## src/logic/fsp_pkg.sv

```systemverilog
/*
 * Shared constants for the flash self-program controller: register indices,
 * control bit positions, key values, timing and state encodings.
 * Assumes a single 40 MHz system clock and an 8-bit register port.
 */
`default_nettype none
package fsp_pkg;
    // ====================================================================
    // geometry
    localparam int ADDR_W = 15;
    localparam int DATA_W = 14;
    localparam int ROW_WORDS = 32;
    localparam int IDX_W = 5;
    localparam int REG_AW = 3;
    localparam logic [DATA_W-1:0] BLANK_WORD = 14'h3FFF;
    // ====================================================================
    // register indices on the plain port
    localparam logic [REG_AW-1:0] REG_ADDR_LOW = 3'h0;
    localparam logic [REG_AW-1:0] REG_ADDR_HIGH = 3'h1;
    localparam logic [REG_AW-1:0] REG_DATA_LOW = 3'h2;
    localparam logic [REG_AW-1:0] REG_DATA_HIGH = 3'h3;
    localparam logic [REG_AW-1:0] REG_CONTROL = 3'h4;
    localparam logic [REG_AW-1:0] REG_KEY = 3'h5;
    // ====================================================================
    // control register bit positions
    localparam int CTL_RD = 0;
    localparam int CTL_WR = 1;
    localparam int CTL_GATE = 2;
    localparam int CTL_INTERRUPTED_PROGRAM_FLAG = 3;
    localparam int CTL_ERASE = 4;
    localparam int CTL_LATCH_ONLY_SELECT = 5;
    localparam int CTL_CONFIG_SPACE_SELECT = 6;
    localparam logic [7:0] KEY_FIRST = 8'h55;
    localparam logic [7:0] KEY_SECOND = 8'hAA;
    // ====================================================================
    // timing
    localparam int CLK_MHZ = 40;
    localparam int PROG_TIME_US = 2000;
    localparam int PROG_CYCLES = PROG_TIME_US * CLK_MHZ;
    // ====================================================================
    // self program guard encodings and protected limits
    localparam logic [1:0] GUARD_ALL = 2'h0;
    localparam logic [1:0] GUARD_HALF = 2'h1;
    localparam logic [1:0] GUARD_LOW = 2'h2;
    localparam logic [1:0] GUARD_NONE = 2'h3;
    localparam logic [ADDR_W-1:0] GUARD_LOW_LIMIT = 15'h0200;
    localparam logic [ADDR_W-1:0] GUARD_HALF_LIMIT = 15'h4000;
    // ====================================================================
    // state encodings
    typedef enum logic [6:0] {
        ST_IDLE = 7'h01,
        ST_RD_WAIT = 7'h02,
        ST_RD_CAP = 7'h04,
        ST_NOP_A = 7'h08,
        ST_NOP_B = 7'h10,
        ST_STREAM = 7'h20,
        ST_BUSY = 7'h40
    } fsp_state_t;
    typedef enum logic [2:0] {
        K_IDLE = 3'h1,
        K_GOT_FIRST = 3'h2,
        K_ARMED = 3'h4
    } fsp_key_t;
endpackage : fsp_pkg
`default_nettype wire

```

## src/logic/fsp_ctrl.sv

```systemverilog
/*
 * Flash self-program controller: address/data register pairs, control
 * register, keyed unlock, 32 write latches, row erase and row program
 * with processor stall, code and write protection.
 * Assumes a flash array on the same clock returning read data one cycle
 * after fl_rd_o, and a processor that honours cpu_nop_o and cpu_stall_o.
 */
`timescale 1ns/1ps
`default_nettype none
// Overview of operation
// 14-bit data pair, 15-bit address pair
// high register holds address MSB, low LSB
// read and program bits set-only, hardware clears
// erase/program need enable gate, cleared at power-up
// reset during program sets interrupted flag
// key register reads as zero
// 55h, AAh, then program bit starts operations
// program bit forces two no-operation slots
// erase/program stall processor about 2 ms
// latch load forces nops, no stall
// software loads address, clears config select, reads
// fetch in second slot, data next cycle
// software places two nops after read
// data pair holds until read or write
// rows of 32 words, 32 latches
// latches filled only through data pair
// on-chip timer times erase and program
// readout lock blocks external programmer only
// lock removed only by bulk erase
// guard field blocks self-program over region
// software disables interrupts around unlock
// erase select erases row of address
// latch-only select loads latch, else program row
// upper bits pick row, low five latch
// latches blank after any program or erase
// wrong key write abandons unlock sequence
module fsp_ctrl #(
    parameter int PROG_CYCLES = fsp_pkg::PROG_CYCLES
) (
    input wire logic core_clk_i,
    input wire logic rstn_i,
    input wire logic cpu_reset_i,
    input wire logic [fsp_pkg::REG_AW-1:0] reg_addr_i,
    input wire logic [7:0] reg_wdata_i,
    input wire logic reg_we_i,
    input wire logic reg_re_i,
    output logic [7:0] reg_rdata_o,
    output logic cpu_nop_o,
    output logic cpu_stall_o,
    output logic fl_rd_o,
    output logic fl_erase_o,
    output logic fl_prog_o,
    output logic fl_cfg_o,
    output logic [fsp_pkg::ADDR_W-1:0] fl_addr_o,
    output logic [fsp_pkg::DATA_W-1:0] fl_wdata_o,
    input wire logic [fsp_pkg::DATA_W-1:0] fl_rdata_i,
    input wire logic readout_lock_n_i,
    input wire logic [1:0] self_program_guard_field_i,
    input wire logic bulk_erase_i,
    output logic ext_access_block_o
);
    localparam int CNT_W = $clog2(PROG_CYCLES + 1);

    typedef struct packed {
        fsp_pkg::fsp_state_t st;
        fsp_pkg::fsp_key_t key;
        logic [fsp_pkg::ADDR_W-1:0] adr;
        logic [fsp_pkg::DATA_W-1:0] dat;
        logic rd;
        logic wr;
        logic gate;
        logic interrupted_program_flag;
        logic erase;
        logic latch_only_select;
        logic config_space_select;
        logic [fsp_pkg::ROW_WORDS-1:0][fsp_pkg::DATA_W-1:0] lat;
        logic [fsp_pkg::IDX_W-1:0] idx;
        logic [CNT_W-1:0] cnt;
        logic nop;
        logic stall;
        logic fl_rd;
        logic fl_erase;
        logic fl_prog;
        logic [fsp_pkg::ADDR_W-1:0] fl_addr;
        logic [fsp_pkg::DATA_W-1:0] fl_wdata;
        logic [7:0] rdata;
        logic cp_s1;
        logic cp_s2;
        logic [1:0] grd_s1;
        logic [1:0] grd_s2;
        logic blk_s1;
        logic blk_s2;
        logic lock;
    } fsp_regs_t;

    fsp_regs_t q;
    fsp_regs_t d;

    // ====================================================================
    // helpers
    function automatic logic guard_ok(input logic [fsp_pkg::ADDR_W-1:0] a,
                                      input logic [1:0] g);
        logic ok;
        ok = 1'b1;
        case (g)
            fsp_pkg::GUARD_ALL: ok = 1'b0;
            fsp_pkg::GUARD_HALF: ok = (a >= fsp_pkg::GUARD_HALF_LIMIT);
            fsp_pkg::GUARD_LOW: ok = (a >= fsp_pkg::GUARD_LOW_LIMIT);
            default: ok = 1'b1;
        endcase
        return ok;
    endfunction : guard_ok

    function automatic logic [fsp_pkg::ADDR_W-1:0] row_word(
            input logic [fsp_pkg::ADDR_W-1:0] a, input logic [fsp_pkg::IDX_W-1:0] i);
        return {a[fsp_pkg::ADDR_W-1:fsp_pkg::IDX_W], i};
    endfunction : row_word

    // ====================================================================
    // next state
    always_comb begin
        d = q;
        d.fl_rd = 1'b0;
        d.fl_erase = 1'b0;
        d.fl_prog = 1'b0;
        d.rdata = 8'h00;
        // pin inputs pass two flops before use
        d.cp_s1 = readout_lock_n_i;
        d.cp_s2 = q.cp_s1;
        d.grd_s1 = self_program_guard_field_i;
        d.grd_s2 = q.grd_s1;
        d.blk_s1 = bulk_erase_i;
        d.blk_s2 = q.blk_s1;
        // lock only falls on bulk erase; otherwise a low bit sets it
        d.lock = q.blk_s2 ? 1'b0 : (q.lock | ~q.cp_s2);

        if (reg_re_i) begin
            case (reg_addr_i)
                fsp_pkg::REG_ADDR_LOW: d.rdata = q.adr[7:0];
                fsp_pkg::REG_ADDR_HIGH: d.rdata = {1'b0, q.adr[14:8]};
                fsp_pkg::REG_DATA_LOW: d.rdata = q.dat[7:0];
                fsp_pkg::REG_DATA_HIGH: d.rdata = {2'b00, q.dat[13:8]};
                fsp_pkg::REG_CONTROL: d.rdata = {1'b0, q.config_space_select, q.latch_only_select, q.erase,
                                                 q.interrupted_program_flag, q.gate, q.wr, q.rd};
                default: d.rdata = 8'h00;
            endcase
        end

        if (reg_we_i) begin
            case (reg_addr_i)
                fsp_pkg::REG_ADDR_LOW: d.adr[7:0] = reg_wdata_i;
                fsp_pkg::REG_ADDR_HIGH: d.adr[14:8] = reg_wdata_i[6:0];
                fsp_pkg::REG_DATA_LOW: d.dat[7:0] = reg_wdata_i;
                fsp_pkg::REG_DATA_HIGH: d.dat[13:8] = reg_wdata_i[5:0];
                fsp_pkg::REG_KEY: begin
                    // any unexpected key value drops back to the start
                    if (q.key == fsp_pkg::K_IDLE && reg_wdata_i == fsp_pkg::KEY_FIRST) begin
                        d.key = fsp_pkg::K_GOT_FIRST;
                    end else if (q.key == fsp_pkg::K_GOT_FIRST
                                 && reg_wdata_i == fsp_pkg::KEY_SECOND) begin
                        d.key = fsp_pkg::K_ARMED;
                    end else begin
                        d.key = fsp_pkg::K_IDLE;
                    end
                end
                fsp_pkg::REG_CONTROL: begin
                    d.gate = reg_wdata_i[fsp_pkg::CTL_GATE];
                    d.interrupted_program_flag = reg_wdata_i[fsp_pkg::CTL_INTERRUPTED_PROGRAM_FLAG];
                    d.erase = reg_wdata_i[fsp_pkg::CTL_ERASE];
                    d.latch_only_select = reg_wdata_i[fsp_pkg::CTL_LATCH_ONLY_SELECT];
                    d.config_space_select = reg_wdata_i[fsp_pkg::CTL_CONFIG_SPACE_SELECT];
                    if (reg_wdata_i[fsp_pkg::CTL_WR]) begin
                        d.key = fsp_pkg::K_IDLE;
                    end
                    // starts accepted only when idle; writes of zero never clear
                    if (q.st == fsp_pkg::ST_IDLE) begin
                        if (reg_wdata_i[fsp_pkg::CTL_WR] && q.key == fsp_pkg::K_ARMED
                            && reg_wdata_i[fsp_pkg::CTL_GATE]
                            && (q.config_space_select || guard_ok(q.adr, q.grd_s2))) begin
                            d.wr = 1'b1;
                            d.nop = 1'b1;
                            d.st = fsp_pkg::ST_NOP_A;
                        end else if (reg_wdata_i[fsp_pkg::CTL_RD]) begin
                            d.rd = 1'b1;
                            d.fl_rd = 1'b1;
                            d.fl_addr = q.adr;
                            d.st = fsp_pkg::ST_RD_WAIT;
                        end
                    end
                end
                default: ;
            endcase
        end

        case (q.st)
            fsp_pkg::ST_IDLE: ;
            fsp_pkg::ST_RD_WAIT: begin
                // second slot after the read is the fetch slot
                d.nop = 1'b1;
                d.st = fsp_pkg::ST_RD_CAP;
            end
            fsp_pkg::ST_RD_CAP: begin
                d.nop = 1'b0;
                d.dat = fl_rdata_i;
                d.rd = 1'b0;
                d.st = fsp_pkg::ST_IDLE;
            end
            fsp_pkg::ST_NOP_A: d.st = fsp_pkg::ST_NOP_B;
            fsp_pkg::ST_NOP_B: begin
                d.nop = 1'b0;
                d.cnt = '0;
                if (q.erase) begin
                    d.fl_erase = 1'b1;
                    d.fl_addr = row_word(q.adr, '0);
                    d.stall = 1'b1;
                    d.st = fsp_pkg::ST_BUSY;
                end else begin
                    d.lat[q.adr[fsp_pkg::IDX_W-1:0]] = q.dat;
                    if (q.latch_only_select) begin
                        d.wr = 1'b0;
                        d.st = fsp_pkg::ST_IDLE;
                    end else begin
                        d.idx = '0;
                        d.stall = 1'b1;
                        d.st = fsp_pkg::ST_STREAM;
                    end
                end
            end
            fsp_pkg::ST_STREAM: begin
                // one latch per cycle; never leaves the row
                d.fl_prog = 1'b1;
                d.fl_addr = row_word(q.adr, q.idx);
                d.fl_wdata = q.lat[q.idx];
                d.idx = q.idx + 1'b1;
                if (q.idx == fsp_pkg::IDX_W'(fsp_pkg::ROW_WORDS - 1)) begin
                    d.st = fsp_pkg::ST_BUSY;
                end
            end
            fsp_pkg::ST_BUSY: begin
                d.cnt = q.cnt + 1'b1;
                if (q.cnt == CNT_W'(PROG_CYCLES - 1)) begin
                    d.lat = {fsp_pkg::ROW_WORDS{fsp_pkg::BLANK_WORD}};
                    d.wr = 1'b0;
                    d.stall = 1'b0;
                    d.st = fsp_pkg::ST_IDLE;
                end
            end
            default: d.st = fsp_pkg::ST_IDLE;
        endcase

        // core reset: abandon work, remember an interrupted program
        if (cpu_reset_i) begin
            // hardware set wins over a software clear in the same cycle
            d.interrupted_program_flag = d.interrupted_program_flag | q.wr;
            d.st = fsp_pkg::ST_IDLE;
            d.key = fsp_pkg::K_IDLE;
            d.rd = 1'b0;
            d.wr = 1'b0;
            d.gate = 1'b0;
            d.nop = 1'b0;
            d.stall = 1'b0;
            d.fl_erase = 1'b0;
            d.fl_prog = 1'b0;
            d.fl_rd = 1'b0;
            d.lat = {fsp_pkg::ROW_WORDS{fsp_pkg::BLANK_WORD}};
        end
    end

    // ====================================================================
    // state register
    always_ff @(posedge core_clk_i or negedge rstn_i) begin
        if (!rstn_i) begin
            q <= '0;
            q.st <= fsp_pkg::ST_IDLE;
            q.key <= fsp_pkg::K_IDLE;
            q.lat <= {fsp_pkg::ROW_WORDS{fsp_pkg::BLANK_WORD}};
            q.cp_s1 <= 1'b1;
            q.cp_s2 <= 1'b1;
            q.grd_s1 <= fsp_pkg::GUARD_NONE;
            q.grd_s2 <= fsp_pkg::GUARD_NONE;
        end else begin
            q <= d;
        end
    end

    assign reg_rdata_o = q.rdata;
    assign cpu_nop_o = q.nop;
    assign cpu_stall_o = q.stall;
    assign fl_rd_o = q.fl_rd;
    assign fl_erase_o = q.fl_erase;
    assign fl_prog_o = q.fl_prog;
    assign fl_cfg_o = q.config_space_select;
    assign fl_addr_o = q.fl_addr;
    assign fl_wdata_o = q.fl_wdata;
    assign ext_access_block_o = q.lock;
endmodule : fsp_ctrl
`default_nettype wire

```

## config.mk

```make
export PLATFORM = sky130hd
export DESIGN_NAME = fsp_ctrl
export DESIGN_NICKNAME = d
export VERILOG_FILES = /design/src/logic/fsp_pkg.sv /design/src/logic/fsp_ctrl.sv
export SDC_FILE = /design/constraint.sdc
export NUM_CORES = 1
export LEC_CHECK = 0
export BUFFER_PORTS_ARGS = -buffer_cell sky130_fd_sc_hd__buf_2
export CAP_MARGIN = 20
export CORE_MARGIN = 2
export CORE_UTILIZATION = 35
export DETAILED_ROUTE_END_ITERATION = 8
export GPL_ROUTABILITY_DRIVEN = 0
export PLACE_DENSITY = 0.51
export SETUP_SLACK_MARGIN = 0.15
export SYNTH_ARGS = -nofsm -noshare
export SYNTH_HDL_FRONTEND = slang
export SYNTH_SLANG_ARGS = --single-unit
export TNS_END_PERCENT = 50
```

## constraint.sdc

```tcl
create_clock -name core_clk_i -period 3.5 [get_ports core_clk_i]
set_input_delay 0.525 -clock core_clk_i [delete_from_list [all_inputs] [get_ports core_clk_i]]
set_output_delay 0.525 -clock core_clk_i [all_outputs]
set_load 0.01 [all_outputs]
```

# After elaboration in Yosys (flattened, before gate mapping)

Cells that the tools add are included.

Bits in registers: 567
Latch bits: 0
Memory bits (writable): 0
ROM bits: 0
Output and inout bits: 44
Memories kept: 0

$add $sub $neg: 2
Multipliers: 0
Div/mod/pow operators: 0
Order comparisons: 5
Equality and inequality tests: 28
Shift operators: 0
Muxes and demuxes: 74
Bitwise gates (word level): 3
Reduce and logical (&&, ||, !) cells: 39

Operators by type and width:

| operator                | number |
|---|---|
| $mux W448               | 2 |
| $pmux W448 S2           | 1 |
| $mux W453               | 1 |
| $bwmux W448             | 1 |
| $mux W15                | 7 |
| $bmux W14 S5            | 1 |
| $demux W14 S5           | 1 |
| $mux W7                 | 9 |
| $mux W46                | 1 |
| $pmux W7 S6             | 1 |
| $pmux W8 S5             | 1 |
| $pmux W17 S2            | 1 |
| $pmux W15 S2            | 1 |
| $mux W14                | 2 |
| $mux W1                 | 25 |
| $mux W8                 | 3 |
| $reduce_bool A3 Y1      | 6 |
| $add A17 B1 Y17 const B | 1 |
| $eq A17 B17 Y1 const B  | 1 |
| $reduce_bool A4 Y1      | 4 |
| $ge A15 B10 Y1 const B  | 1 |
| $ge A15 B15 Y1 const B  | 1 |
| $reduce_bool A2 Y1      | 7 |
| $lt A5 B6 Y1 const B    | 2 |
| other kinds (42)        | 70 |

# Longest topological paths before layout

Depth after elaboration: 15
Mapped depth: 9

# Worst setup path before layout

No wires, ideal clock.

Path kind: register to register
Start: register q[561] in the netlist's numbering
End: register q[272] in the netlist's numbering
Data arrival time: 2.543 ns
Required time: 3.415 ns
Path slack: 0.872 ns
Stages on the path, launching flop included: 10
Path buffers: 4
Path through: dfrtp_1 buf_2 or4_1 buf_2 nor4_2 nor2_1 buf_4 a21oi_4 buf_4 mux2_1

Cells in the longest elaborated chain, start to end: 3

RTL lines:

| element                                                         | RTL line        | text |
|---|---|---|
| from (decl)                                                     | fsp_ctrl.sv:96  | `fsp_regs_t q;` |
| $eq A7 B7 Y1 or $eq A7 B5 Y1 (tied branches)                    | fsp_ctrl.sv:195 | `case (q.st)` |
| $ne A3 B3 Y1 (no source line) (tied with other cells)           | -               |  |
| $reduce_and A3 Y1 (no source line) or $mux W448 (tied branches) | -               |  |

Parallel ways exist; a longest one is shown, timed or not.
A chain may end at the register's enable or synchronous reset.

# Worst setup path after layout

Start: register q[563] in the netlist's numbering
End: register q[285] in the netlist's numbering

The elaborated chain is that of the path after synthesis.

==> metrics <==
adder-cell share of the synthesized area=less than 1%; Final Core Density=around two fifths; Hold EP=d[1]; status=completed; WL/cell=approximately 24 µm; largest net degree at the start of global routing=between 90 and 100; Slew headroom=26.0%; Final Worst Setup Slack=476 ps; maximum VDD drop=around 0.36 mV; clock buffer count from CTS=between 60 and 70; Worst path slowest cell=or4_1; sw frac=between 20% and 30%; global route total overflow=0; setup tns final=0 ps; post-route ant nets=0; worst r2r path cells=6; Post-synth ARST share=between 90% and 100%; Setup CP Type=reg2reg; postcts setup bufs=0; CP Data Required Time=~4000 ps; simple logic cell fraction of the synthesized area=approximately 4.1%; Distinct cells, synth=around 60; Synth Area in XOR/XNOR=0.0638%; combinational share of power=15.4%; I/O pins=78; Vias per Instance=~5.3; final count of hold timing violations=0; Yosys warnings=0; Seq cells post-synth=approximately 570; Peak Freq=331 MHz; Iter 0 DRT Violations=970; crit path time final=3020 ps; crit path buf inv count=1; share of cells above drive strength 1=between 50% and 60%; site row count=just over 100; clock skew=about 33 ps; via count=between 15,000 and 20,000; Tot GR Track Use=a little under a fifth; leading area contributor after synthesis=dfstp_2; Internal Power=roughly 0.014 W; P per Cell Area=around 630 nW/µm²; CP max FO=32; Synth top cells by count=456 x dfstp_2, 270 x mux2_1, 221 x mux2_2; CP Launch Point=q[563]; number of global-route vias before repair=approximately 17,000; die height=between 200 and 300 µm; Setup WS pre-CTS=around 470 ps; CTS tree=done; clk sinks=between 500 and 600; Area Overhead vs Synth=13.7%; Synth Area in Compound Gates=about 6.6%; DRC violations left=0; placed cells=slightly below 3,000; critical path's top delay family=simple AND/OR/NAND/NOR gates; most common cell in the netlist=dfstp_2; Chip Width=about 280 µm; root buf cell=clkbuf_16; initial antenna violation count=2; Max clock buf depth=3; sequential area share after synthesis=between 50% and 60%; Worst Hold Depth=1; Syn Nets=slightly below 2,000; setup slack, reg-to-reg=between 400 and 500 ps; top post-synthesis cells by area=dfstp_2 44%, mux2_1 11%, dfrtp_1 10%; post_cts resized=0; Tcrit/Tclk final=approximately 86%; Stages on worst setup path=6; RSZ-0062 raised after global routing=false; sequential power share=47.8%; post-DP HPWL=45,500 µm; Core Box Area=a little under 80,000 µm²; Most used DFF post-synth=dfstp_2; Die Area=~81,000 µm²; # nets final=approximately 2,000; Min Hold Slack=approximately 48 ps; critical path cell sequence=or4_1 > nor4_2 > nor2_4 > buf_12 > a21oi_4 > mux2_2; Min-Delay Path Class=in2reg; first-pass GRT wire length=~110,000 µm; hold path start=bulk_erase_i; max incr delay on CP=approximately 750 ps; main combinational cell family by area after synthesis=multiplexers; CTS hold repair buffers=4; Mapped Cells=between 1,500 and 2,000; post-synth top area share=43.6%; multiplexer area fraction after synthesis=31.3%; clk slew on worst S/H paths=60 ps; Lkg Pwr=11.1 nW; H-tree depth=3; Slew Limit Fails=0; Initial Utilization=between 30 and 40%; switching power=~0.0050 W; crit end category=register; reg2reg start=q[563]; 1st-pass router iterations=5; final std cells w/o fill=just over 3,000; Worst Path Arrival=3540 ps; cell area after technology mapping=between 20,000 and 30,000 µm²; Setup violations, final=0; MaxCap Viol Count=0; Clock Latency Late Sink=approximately 610 ps; WL final=between 70,000 and 80,000 µm; Post-synth EDFFs=0; number of port buffers=77; Avg Cell Area, Syn=about 14 µm²; clock power share=a little under two fifths; RR Endpoint=q[285]; worst slew pin tran=about 1100 ps; startpoint types=register
-- worst register-to-register path, stage by stage, from the launching register on --
cell     delay, ps
dfrtp_1        450
or4_1          750
nor4_2         490
nor2_4          60
buf_12         230
a21oi_4        560
mux2_2         410
-- kinds of logic after synthesis --
group,count (synthesis)
flip-flops,567
multiplexers,687
adder cells (fa/ha/maj),3
buffers and inverters,200
AO/OA/AOI/OAI,239
XOR/XNOR,2
AND/OR/NAND/NOR,205
-- area by class of cell --
class	count	area, µm²
multi-input cells	1136	11600
repair buffers	163	1250
clock buffers	103	2060
clock inverters	19	235
fillers	7225	46400
well taps	1040	1300
flip-flops and latches	567	14800
inverters	7	26.3
diodes	2	5.00
-- cell usage in the layout, fill, tap and decap left out, types with 9 or more instances in the layout --
cell type	Yosys	final
a21oi_1	67	67
a21oi_4	30	30
a221oi_1	13	13
a22oi_1	31	31
and2_1	9	9
buf_12	0	16
buf_2	14	76
buf_4	47	66
clkbuf_1	91	15
clkbuf_16	0	70
clkbuf_8	0	18
clkinv_2	0	10
dfrtp_1	111	108
dfstp_2	456	456
mux2_1	270	270
mux2_2	221	221
mux2i_1	108	108
mux4_2	88	88
nand2_1	34	34
nand3_1	15	15
nor2_1	62	61
o21ai_0	57	57
o22a_1	12	12
or2_2	15	15
-- sequential cells by signal (all words and copies together) (netlist names) --
signal,cells
d,4
fl_rd_o,1
fl_prog_o,1
fl_addr_o,15
ext_access_block_o,1
reg_rdata_o,8
fl_cfg_o,1
cpu_stall_o,1
cpu_nop_o,1
q,519
fl_wdata_o,14
fl_erase_o,1
-- how the worst max path moves through the flow --
stage / endpoint / slack [ps]
CTS: q[284] / 450
finish: q[285] / 480
global placement: q[283] / 530
detailed placement: q[283] / 470
global route: q[284] / 330
floorplan: q[272] / 870
-- per-layer routing --
metal,GRT usage (%),part of all wire (%),vias up
li1,-,-,7049
met1,24.8,46,8580
met2,29.8,48,311
met3,2.83,4.0,93
met4,5.30,2.2,0
met5,0,0,-
-- power by group through the flow --
stage	Combinational [W]	Clock, W	Sequential (W)
5_1_grt	0.00328	0.00767	0.00951
4_1_cts	0.00307	0.00740	0.00933
6_report	0.00301	0.00716	0.00934
2_1_floorplan	0.00222	0	0.00912
3_3_place_gp	0.00296	0	0.00934
3_5_place_dp	0.00306	0	0.00942
-- stage by stage --
step	power, W	instance area [µm²]
after floorplan	0.0113	27500
after global placement	0.0123	28900
after detailed placement	0.0125	28900
after CTS	0.0198	31200
after global routing	0.0205	31200
final	0.0195	31200
No activity file was read; power rests on OpenSTA's default activity.
